[src/common/vdc_defines.vh]
`ifndef VDC_DEFINES_VH
`define VDC_DEFINES_VH

// Register addresses on the serial control port (10-bit address space)
`define VDC_ADDR_W          10
`define VDC_ADDR_OSC_CTRL   10'h0F3
`define VDC_ADDR_DIV_CTRL   10'h0F4
`define VDC_ADDR_LOOP_FILT  10'h0F5

// Oscillator control fields
`define VDC_OSC_FORCE_REL   4
`define VDC_OSC_KEEP_ZERO   3
`define VDC_OSC_MIDSCALE    2
`define VDC_OSC_CAL         1
`define VDC_OSC_WMASK       8'h16

// Divider control fields
`define VDC_DIV_PDN         3
`define VDC_DIV_CODE_HI     2
`define VDC_DIV_CODE_LO     0
`define VDC_DIV_WMASK       8'h0F
`define VDC_DIV_BASE        4'h4

// Loop filter fields
`define VDC_LF_RPOLE_HI     7
`define VDC_LF_RPOLE_LO     6
`define VDC_LF_ZERO_RESISTOR_HI     5
`define VDC_LF_ZERO_RESISTOR_LO     3
`define VDC_LF_CPOLE_HI     2
`define VDC_LF_CPOLE_LO     0

// Reset values
`define VDC_RST_OSC         8'h00
`define VDC_RST_DIV         8'h00
`define VDC_RST_LF          8'h00
`define VDC_RST_RDATA       8'h00
`define VDC_RST_SYNC_HOLD   1'h1
`define VDC_RST_CAL_RESET   1'h1

`endif

[src/vdc_vco_divider_regs.v]
`timescale 1ns/1ns
`include "vdc_defines.vh"

module vdc_vco_divider_regs (
  // Clock and reset
  input  wire                    clk_sys,
  input  wire                    rst_n,
  // Register access from the serial control port
  input  wire                    regWrite,
  input  wire [`VDC_ADDR_W-1:0]  regAddr,
  input  wire [7:0]              regWdata,
  output reg  [7:0]              regRdata,
  // Status from the output synthesizer loop
  input  wire                    outputSynthLoopLocked,
  // Controls toward the analog and distribution sections
  output reg                     distSyncHold,
  output reg                     vcoMidscale,
  output reg                     calStart,
  output reg                     calReset,
  output reg                     vcoDivPowerDown,
  output reg  [3:0]              vcoDivRatio,
  output reg  [1:0]              secondPoleResistor,
  output reg  [2:0]              zeroResistor,
  output reg  [2:0]              firstPoleCap
);

  // Sync release states
  localparam [0:0] SYNC_HOLD = 1'h0;
  localparam [0:0] SYNC_FREE = 1'h1;

  // Calibration sequencer states
  localparam [1:0] CAL_IDLE  = 2'h0;
  localparam [1:0] CAL_KICK  = 2'h1;
  localparam [1:0] CAL_RUN   = 2'h2;

  // Stored register images and the read mux value
  reg  [7:0] oscCtrl;
  reg  [7:0] divCtrl;
  reg  [7:0] loopFilt;
  reg  [7:0] next_rdata;

  // Sequencer state and next values
  reg        syncState;
  reg        next_syncState;
  reg  [1:0] calState;
  reg  [1:0] next_calState;

  // Address decode; only the three mapped offsets answer
  wire       selOsc     = (regAddr == `VDC_ADDR_OSC_CTRL);
  wire       selDiv     = (regAddr == `VDC_ADDR_DIV_CTRL);
  wire       selLoop    = (regAddr == `VDC_ADDR_LOOP_FILT);

  // Write strobes, one per register
  wire       wrOsc      = regWrite & selOsc;
  wire       wrDiv      = regWrite & selDiv;
  wire       wrLoop     = regWrite & selLoop;

  // Oscillator control bits
  wire       forceRel   = oscCtrl[`VDC_OSC_FORCE_REL];
  wire       midscale   = oscCtrl[`VDC_OSC_MIDSCALE];
  wire       calLevel   = oscCtrl[`VDC_OSC_CAL];
  wire       releaseReq = forceRel | outputSynthLoopLocked;

  // Divider control bits
  wire       divPdn     = divCtrl[`VDC_DIV_PDN];
  wire [2:0] divCode    = divCtrl[`VDC_DIV_CODE_HI:`VDC_DIV_CODE_LO];

  // Oscillator control; bit 3 never stored, so a stray write cannot reach the analog side
  always @(posedge clk_sys or negedge rst_n) begin
    if (!rst_n) begin
      oscCtrl <= `VDC_RST_OSC;
    end else if (wrOsc) begin
      oscCtrl <= regWdata & `VDC_OSC_WMASK;
    end
  end

  // Divider control; reserved upper nibble reads zero
  always @(posedge clk_sys or negedge rst_n) begin
    if (!rst_n) begin
      divCtrl <= `VDC_RST_DIV;
    end else if (wrDiv) begin
      divCtrl <= regWdata & `VDC_DIV_WMASK;
    end
  end

  // Loop filter codes; every bit is writable
  always @(posedge clk_sys or negedge rst_n) begin
    if (!rst_n) begin
      loopFilt <= `VDC_RST_LF;
    end else if (wrLoop) begin
      loopFilt <= regWdata;
    end
  end

  // Read mux; unmapped addresses read zero
  always @* begin
    case (regAddr)
      `VDC_ADDR_OSC_CTRL:  next_rdata = oscCtrl;
      `VDC_ADDR_DIV_CTRL:  next_rdata = divCtrl;
      `VDC_ADDR_LOOP_FILT: next_rdata = loopFilt;
      default:             next_rdata = 8'h00;
    endcase
  end

  // Read data from a flop; the address of one cycle answers on the next
  always @(posedge clk_sys or negedge rst_n) begin
    if (!rst_n) begin
      regRdata <= `VDC_RST_RDATA;
    end else begin
      regRdata <= next_rdata;
    end
  end

  // Sync release next state; follows lock live unless release is forced
  always @* begin
    case (syncState)
      SYNC_HOLD: begin
        if (releaseReq) begin
          next_syncState = SYNC_FREE;
        end else begin
          next_syncState = SYNC_HOLD;
        end
      end
      SYNC_FREE: begin
        if (releaseReq) begin
          next_syncState = SYNC_FREE;
        end else begin
          next_syncState = SYNC_HOLD;                           // Lock lost, back in hold
        end
      end
      default: begin
        next_syncState = SYNC_HOLD;
      end
    endcase
  end

  // Hold output tracks the next state, one edge behind lock or a forced release
  always @(posedge clk_sys or negedge rst_n) begin
    if (!rst_n) begin
      syncState    <= SYNC_HOLD;
      distSyncHold <= `VDC_RST_SYNC_HOLD;
    end else begin
      syncState    <= next_syncState;
      distSyncHold <= (next_syncState == SYNC_HOLD);
    end
  end

  // Calibration sequencer; the bit is a level, so only IDLE can start a run
  always @* begin
    case (calState)
      CAL_IDLE: begin
        if (calLevel) begin
          next_calState = CAL_KICK;
        end else begin
          next_calState = CAL_IDLE;
        end
      end
      CAL_KICK: begin
        if (calLevel) begin
          next_calState = CAL_RUN;
        end else begin
          next_calState = CAL_IDLE;
        end
      end
      CAL_RUN: begin
        if (calLevel) begin
          next_calState = CAL_RUN;                              // Not self-clearing
        end else begin
          next_calState = CAL_IDLE;
        end
      end
      default: begin
        next_calState = CAL_IDLE;
      end
    endcase
  end

  // One start pulse per 0-to-1 change; rewriting 1 while running gives none
  always @(posedge clk_sys or negedge rst_n) begin
    if (!rst_n) begin
      calState <= CAL_IDLE;
      calStart <= 1'h0;
      calReset <= `VDC_RST_CAL_RESET;
    end else begin
      calState <= next_calState;
      calStart <= (next_calState == CAL_KICK);
      calReset <= (next_calState == CAL_IDLE);
    end
  end

  // Oscillator tuning and divider controls
  always @(posedge clk_sys or negedge rst_n) begin
    if (!rst_n) begin
      vcoMidscale     <= 1'h0;
      vcoDivPowerDown <= 1'h0;
      vcoDivRatio     <= `VDC_DIV_BASE;
    end else begin
      vcoMidscale     <= midscale;
      vcoDivPowerDown <= divPdn;
      // One ratio for every channel: code plus the base of four
      vcoDivRatio     <= `VDC_DIV_BASE + {1'h0, divCode};
    end
  end

  // Loop filter codes pass through; the analog side decodes the values
  always @(posedge clk_sys or negedge rst_n) begin
    if (!rst_n) begin
      secondPoleResistor <= 2'h0;
      zeroResistor       <= 3'h0;
      firstPoleCap       <= 3'h0;
    end else begin
      secondPoleResistor <= loopFilt[`VDC_LF_RPOLE_HI:`VDC_LF_RPOLE_LO];
      zeroResistor       <= loopFilt[`VDC_LF_ZERO_RESISTOR_HI:`VDC_LF_ZERO_RESISTOR_LO];
      firstPoleCap       <= loopFilt[`VDC_LF_CPOLE_HI:`VDC_LF_CPOLE_LO];
    end
  end

endmodule // vdc_vco_divider_regs

[config.mk]
export PLATFORM = sky130hd
export DESIGN_NAME = vdc_vco_divider_regs
export DESIGN_NICKNAME = d
export VERILOG_FILES = /design/src/vdc_vco_divider_regs.v
export VERILOG_INCLUDE_DIRS = /design/src /design/src/common
export SDC_FILE = /design/constraint.sdc
export NUM_CORES = 1
export LEC_CHECK = 0
export BUFFER_PORTS_ARGS = -buffer_cell sky130_fd_sc_hd__buf_2
export CAP_MARGIN = 5
export CORE_MARGIN = 5
export CORE_UTILIZATION = 50
export CTS_CLUSTER_DIAMETER = 40
export DETAILED_ROUTE_END_ITERATION = 16
export PLACE_DENSITY = 0.76
export SLEW_MARGIN = 15
export SYNTH_ARGS = -nofsm -noshare
export SYNTH_HDL_FRONTEND = slang
export SYNTH_SLANG_ARGS = --single-unit
[constraint.sdc]
create_clock -name clk_sys -period 2.39 [get_ports clk_sys]
set_input_delay 0.1195 -clock clk_sys [delete_from_list [all_inputs] [get_ports clk_sys]]
set_output_delay 0.1195 -clock clk_sys [all_outputs]
set_load 0.005 [all_outputs]
======== Word level (Yosys, flattened, before mapping) ========
Index checks and enable logic that the tools add are counted.
cells by class
  add/sub/neg operators ................... 1
  equal/unequal tests ..................... 6
  muxes and demuxes ....................... 5
  bitwise logic cells ..................... 5
  reduce and logical (&&, ||, !) cells .... 3
operators by type and width
  operator                                         count
  == test 10 x 8 -> 1 bit (second input constant)  3
  one-hot mux 8 bit (3 select lines)               1
  adder 3 x 3 -> 4 bit (first input constant)      1
  == test 2 x 1 -> 1 bit (second input constant)   2
  logical NOT 2 bit                                2
  one-hot mux 2 bit (2 select lines)               1
  AND 1 bit                                        3
  == test 2 bit (second input constant)            1
  2-to-1 mux 1 bit                                 2
  2-to-1 mux 2 bit                                 1
  OR reduction 2 bit                               1
  inverter 1 bit                                   1
  OR 1 bit                                         1
storage, ports and cells
  bits in registers ....................... 42
  input port bits ......................... 22
  output and inout bits ................... 25
  word-level logic and storage cells ...... 34

======== Logic depth before layout (Yosys ltp) ========
Gate-level depths: netlist of the first run.
  word-level depth ........................ 4
  depth in mapped cells ................... 4
  depth with buffers taken out ............ 4

======== Worst setup path after synthesis of the first run ========
OpenSTA, ideal clock, no wires.
  path kind ............................... in2reg
  start point ............................. input regAddr[9]
  end point ............................... register loopFilt[0]
  setup time .............................. 125 ps
  data arrival time ....................... 1622 ps
  data required time ...................... 2265 ps
  slack ................................... 643 ps
  stages .................................. 4
  cells stage by stage .................... or4b_1 -> buf_6 -> nor4_4 -> mux2_2
on the way
  cells in the longest elaborated chain, start to end .. 2
ends and longest elaborated chain
  what                     RTL line                   text
  start: declaration       vdc_vco_divider_regs.v:10  input wire [`VDC_ADDR_W-1:0] regAddr,
  == test 10 x 8 -> 1 bit  n/a
  AND 1 bit                vdc_vco_divider_regs.v:56  wire wrLoop = regWrite & selLoop;
  end signal: assignment   vdc_vco_divider_regs.v:89  loopFilt <= `VDC_RST_LF;
  end signal: assignment   vdc_vco_divider_regs.v:91  loopFilt <= regWdata;
  end: declaration         vdc_vco_divider_regs.v:39  reg [7:0] loopFilt;
No other way between the ends.
A chain may end at the register's enable or synchronous reset.

======== Final worst setup path of the first run ========
Ends and elaborated chain as after synthesis.

==> results.ini, run 1 <==
[place]
io_buffers=46
hpwl_mm=2.16
globalplace.congestion=0.689
dp_slack_ns=0.361

[timing]
min_period_ns=1.65
period_share=0.691
slew-limit-headroom=0.420
holdWs_ns=0.0197
finClkSkew_ns=0.0133
slew_violations=0
tightest_slew_ns=0.869
setup_ws_ns=0.738
hold_viol_final=0
maxClockFrequency_ghz=0.605
finalSetupViolCount=0
finalSetupTns_ns=0
rsz0062_at_grt=false

[synth]
yosysUniqueCellTypes=24
synth_top_area_frac=0.644
ys_seq_area_frac=0.696
synth_cells=96
avgSynthCellArea_um2=15.8
synth_nets=120
ys_seq_elements=42
yosys_warnings=0
syn_area_um2=1520
yosysTopAreaCell=dfrtp_1
synthTopCellsByArea=dfrtp_1 64%, mux2_2 12%, dfstp_2 5.2%

[grt]
antenna_found_initial=0
grt_max_degree=43
grtUsageTotal=0.157
overflow=0
grt_pass1_wl_mm=4.91
grt_pass1_vias=1074

[cts]
root_buffer=clkbuf_4
cts_buffers=5
clock-sinks=42
cts_tree=built
cts_setup_buffers=0
htree_levels=2
cts.reportedPaths.clkPinSlew_ns=0.12
ctsLongestPathBuffers=2
insertion_delay_ns=0.35

[flow_run]
cap_violations=0

[floorplanning]
die_h_um=65.1
dieArea_um2=4230
ios=47
initial_core_util=0.509
core_area_um2=2980
die_x_um=65.1
num_rows=20

[min_path]
hold_path.class=in2reg

[finish]
diodes=0
final_cell_mix=46 x buf_2, 39 x dfrtp_1, 16 x mux2_2
layout_commonest_cell=buf_2
drive_gt1_frac=0.481
fin_nets=179
area_growth_pct=26.8

[critical_path]
arrival_ns=1.90
setup.worst_path.start_class=primary input
critical_path_class=in2reg
required_ns=2.64
crit_path_end_kind=register
crit_fanout=7

[pwr]
p_leak_nw=1.05
powerDensity_nw_per_um2=637
ir_worst_vdd_mv=0.439

[route]
ant_nets=0
dr.pass1.iters=4
vias_per_cell=5.15
dr_total_vias=974
wl_mm=2.90
drt-initial-drc-count=28
wl_per_cell_um=15.3
drc=0

[status]
status=finished clean

## kinds of logic after synthesis
family / after synthesis / share of synthesized area
AO/OA/AOI/OAI: 5 / 0.0264
adder cells (fa/ha/maj): 2 / 0.0165
buffers and inverters: 7 / 0.0223
flip-flops: 42 / 0.696
multiplexers: 18 / 0.132
AND/OR/NAND/NOR: 22 / 0.107
## registers in the layout, summed over array words and instances (netlist names), 2 cells and up
signal and count:
secondPoleResistor 2, regRdata 8, loopFilt 8, oscCtrl 3, vcoDivRatio 4, firstPoleCap 3, calState 2, divCtrl 4
zeroResistor 3
## through the flow
stage               instance area, um2  cells  utilization  power, mW
floorplan                         1520     96            -      0.756
global placement                  1790    175        0.600      0.795
detailed placement                1790    175        0.600      0.798
CTS                               1920    189        0.645       1.24
global route                      1920    189        0.645       1.27
finish                            1920    189        0.645       1.22
## path summary, 6_finish.rpt
kind | from | to | slack [ns] | cells after the start
worst max-delay path | regAddr[9] | loopFilt[0]$_DFFE_PN0P_ | 0.74 | 5
worst min-delay path | regWdata[3] | divCtrl[3]$_DFFE_PN0P_ | 0.02 | 2
worst max register to register | calState[0]$_DFF_PN0_ | calStart$_DFF_PN0_ | 1.34 | 4
max in group asynchronous | rst_n | zeroResistor[1]$_DFF_PN0_ | 1.42 | 2
worst min register to register | divCtrl[1]$_DFFE_PN0P_ | vcoDivRatio[1]$_DFF_PN0_ | 0.41 | 0
min in group asynchronous | rst_n | regRdata[3]$_DFF_PN0_ | 0.42 | 2
## area by class of cell
| cell class | instances | area, um2 |
|---|---|---|
| Clock inverter | 1 | 30.0 |
| Sequential cell | 42 | 1050 |
| Inverter | 5 | 18.8 |
| Timing Repair Buffer | 54 | 305 |
| Tap cell | 33 | 41.3 |
| Multi-Input combinational cell | 47 | 427 |
| Clock buffer | 7 | 45.0 |
| Fill cell | 235 | 1060 |
## cell usage after synthesis
cell / count
dfrtp_1: 39
mux2_2: 16
inv_1: 5
and3_1: 4
dfstp_2: 3
nor3_1: 3
a22o_1: 2
ha_1: 2
mux2i_1: 2
nand2b_1: 2
nand3b_1: 2
nor2_1: 2
nor4_1: 2
nor4_4: 2
a21boi_0: 1
a32o_1: 1
and2_1: 1
buf_6: 1
clkbuf_1: 1
nand2_1: 1
nand3_1: 1
nand4_1: 1
o21ai_0: 1
or4b_1: 1
## worst max-delay path, cell delays in order
cell    delay, ns
buf_2        0.10
or4b_1       0.71
nor4_4       0.42
buf_4        0.21
mux2_2       0.33
## power by group
group | internal [mW] | switching [mW] | total [mW]
clock network | 0.222 | 0.212 | 0.434
registers | 0.720 | 0.00401 | 0.724
logic | 0.0297 | 0.0365 | 0.0662
total | 0.972 | 0.253 | 1.22
## per-layer routing
layer / GRT usage / vias to the layer above / wire length, um
li1: - / 455 / -
met3: 0.0589 / 6 / 212
met5: 0 / - / 0
met4: 0.0544 / 0 / 46
met2: 0.298 / 29 / 1660
met1: 0.154 / 484 / 978
## what timing repair did
item	CTS	global route
hold buffers	6	0
hold endpoints to repair	45	0
gates resized for setup	0	0
No activity file was read; power rests on OpenSTA's default activity.
==> run 2, diff against run 1 <==
Settings changed: CORE_UTILIZATION 50 to 44, PLACE_DENSITY 0.76 to 0.71.
Clock period 2.39 ns to 1.5 ns, I/O delays scaled along.
==> run 2 against run 1 <==
Net effect: clock-buffer cell count is 1 lower; critical path depth stayed put; non-clock buffer count is 10 higher; utilization fell by 3.4 points; clock skew down 0.0051 ns; largest cell class unchanged; routed wire length is 4.8% higher; die area grew 11%; worst setup slack worse by 0.65 ns; global-route usage is 0.61 points lower; register-to-register slack got worse by 0.87 ns.
==> results.ini, run 2 (same netlist as run 1, synthesis figures left out) <==
[status]
status=finished clean

[finish]
layout_commonest_cell=buf_2
diodes=0  ; unchanged
drive_gt1_frac=0.494  ; +0.0132
top_regs=loopFilt x8, regRdata x8
final_cell_mix=46 x buf_2, 39 x dfrtp_1, 16 x mux2_2
fin_nets=189  ; +5.6%
area_growth_pct=34.6
fin_cells=212  ; +12%

[floorplanning]
core_area_um2=3340  ; +12%
dieArea_um2=4720  ; +11%
die_h_um=68.7  ; +5.6%
num_rows=21  ; +5.0%
ios=47  ; unchanged
initial_core_util=0.454  ; -0.0548
die_x_um=68.7  ; +5.6%

[cts]
insertion_delay_ns=0.35  ; about the same
root_buffer=clkbuf_4
htree_levels=2  ; unchanged
cts_buffers=5  ; unchanged
cts_setup_buffers=0  ; unchanged
cts.reportedPaths.clkPinSlew_ns=0.11  ; about the same
clock-sinks=42  ; unchanged
cts_tree=built
ctsLongestPathBuffers=2  ; unchanged

[critical_path]
cp-startpoint=regAddr[9]
r2r-start=calState[0]$_DFF_PN0_
setup.worst_path.start_class=primary input
arrival_ns=1.65  ; -0.25 ns
crit_fanout=4  ; -3
crit_path_end_kind=register
required_ns=1.74  ; -0.90 ns
r2r_setup_slack_ns=0.47  ; -0.87 ns
worstRegToRegCells=4  ; unchanged
r2r_end=calStart$_DFF_PN0_
critical_path_class=in2reg

[grt]
grt_pass1_wl_mm=4.95  ; +1.0%
overflow=0  ; unchanged
grtUsageTotal=0.151  ; -0.00609
grt_max_degree=23  ; -47%
grt_pass1_vias=1035  ; -3.6%
antenna_found_initial=0  ; unchanged

[pwr]
powerDensity_nw_per_um2=974  ; +53%
p_leak_nw=1.10  ; +4.8%
ir_worst_vdd_mv=0.813  ; +85%

[route]
dr_total_vias=990  ; +1.6%
drc=0  ; unchanged
wl_per_cell_um=14.3  ; -6.6%
ant_nets=0  ; unchanged
vias_per_cell=4.67  ; -9.4%
drt-initial-drc-count=51  ; +82%
dr.pass1.iters=4  ; unchanged
wl_mm=3.04  ; +4.8%

[flow_run]
cap_violations=0  ; unchanged

[timing]
finalSetupViolCount=0  ; unchanged
holdWs_ns=0.141  ; +0.121 ns
slew-limit-headroom=0.665  ; +0.245
setup_ws_ns=0.0881  ; -0.650 ns
rsz0062_at_grt=false
maxClockFrequency_ghz=0.708
finClkSkew_ns=0.00822  ; -0.00510 ns
tightest_slew_ns=0.502  ; -0.368 ns
slew_violations=0  ; unchanged
min_period_ns=1.41
period_share=0.941
hold_viol_final=0  ; unchanged

[min_path]
whs_path_depth=3  ; +1
hold_path.class=in2reg
worst_hold_path.endpoint=regRdata[3]$_DFF_PN0_
hp-start=regAddr[3]

[place]
globalplace.congestion=0.842  ; +22%
dp_slack_ns=-0.280  ; -0.641 ns
io_buffers=46  ; unchanged
dp.cells=194  ; +11%
hpwl_mm=2.17  ; +0.70%

## run 2: per-layer routing
| layer | global-route usage | routed length, um | vias to the layer above |
|---|---|---|---|
| li1 | - | - | 474 |
| met1 | 0.194 | 1340 | 473 |
| met2 | 0.224 | 1400 | 38 |
| met3 | 0.0616 | 238 | 5 |
| met4 | 0.0645 | 50 | 0 |
| met5 | 0 | 0 | - |
## run 2: critical path, stage by stage
cell and delay (ns):
buf_2 0.09, or4b_1 0.63, buf_4 0.21, nor4_4 0.26
mux2_2 0.39
## run 2: metrics by stage
stage | instance area [um2] | TNS, ns | utilization | power (mW)
after floorplan | 1520 | -1.82 | - | 1.21
after global placement | 1860 | -3.30 | 0.558 | 1.28
after detailed placement | 1860 | -4.24 | 0.558 | 1.28
after CTS | 2040 | 0 | 0.611 | 2.01
after global routing | 2040 | 0 | 0.611 | 2.09
final | 2040 | 0 | 0.611 | 1.99
## run 2: what timing repair did
action | in CTS | in global routing
resized for setup | 0 | 0
hold buffers | 10 | 0
endpoints found under the hold margin | 35 | 0
## run 2: area by class of cell
cell class / count / area (um2)
clock buffers: 6 / 41.3
clock inverters: 2 / 37.5
fillers: 285 / 1300
inverters: 5 / 18.8
multi-input cells: 47 / 427
flip-flops and latches: 42 / 1050
well taps: 46 / 57.6
repair buffers: 64 / 403
## run 2: worst max-delay path by stage
| stage | cells past startpoint | endpoint |
|---|---|---|
| after floorplan | 4 | loopFilt[0]$_DFFE_PN0P_ |
| after global placement | 5 | divCtrl[0]$_DFFE_PN0P_ |
| after detailed placement | 5 | divCtrl[0]$_DFFE_PN0P_ |
| after CTS | 5 | divCtrl[0]$_DFFE_PN0P_ |
| after global routing | 5 | divCtrl[0]$_DFFE_PN0P_ |
| final | 5 | divCtrl[0]$_DFFE_PN0P_ |
## run 2: power by group
group	switching, mW	internal, mW
Clock	0.358	0.352
Sequential	0.00667	1.15
Combinational	0.0617	0.0618
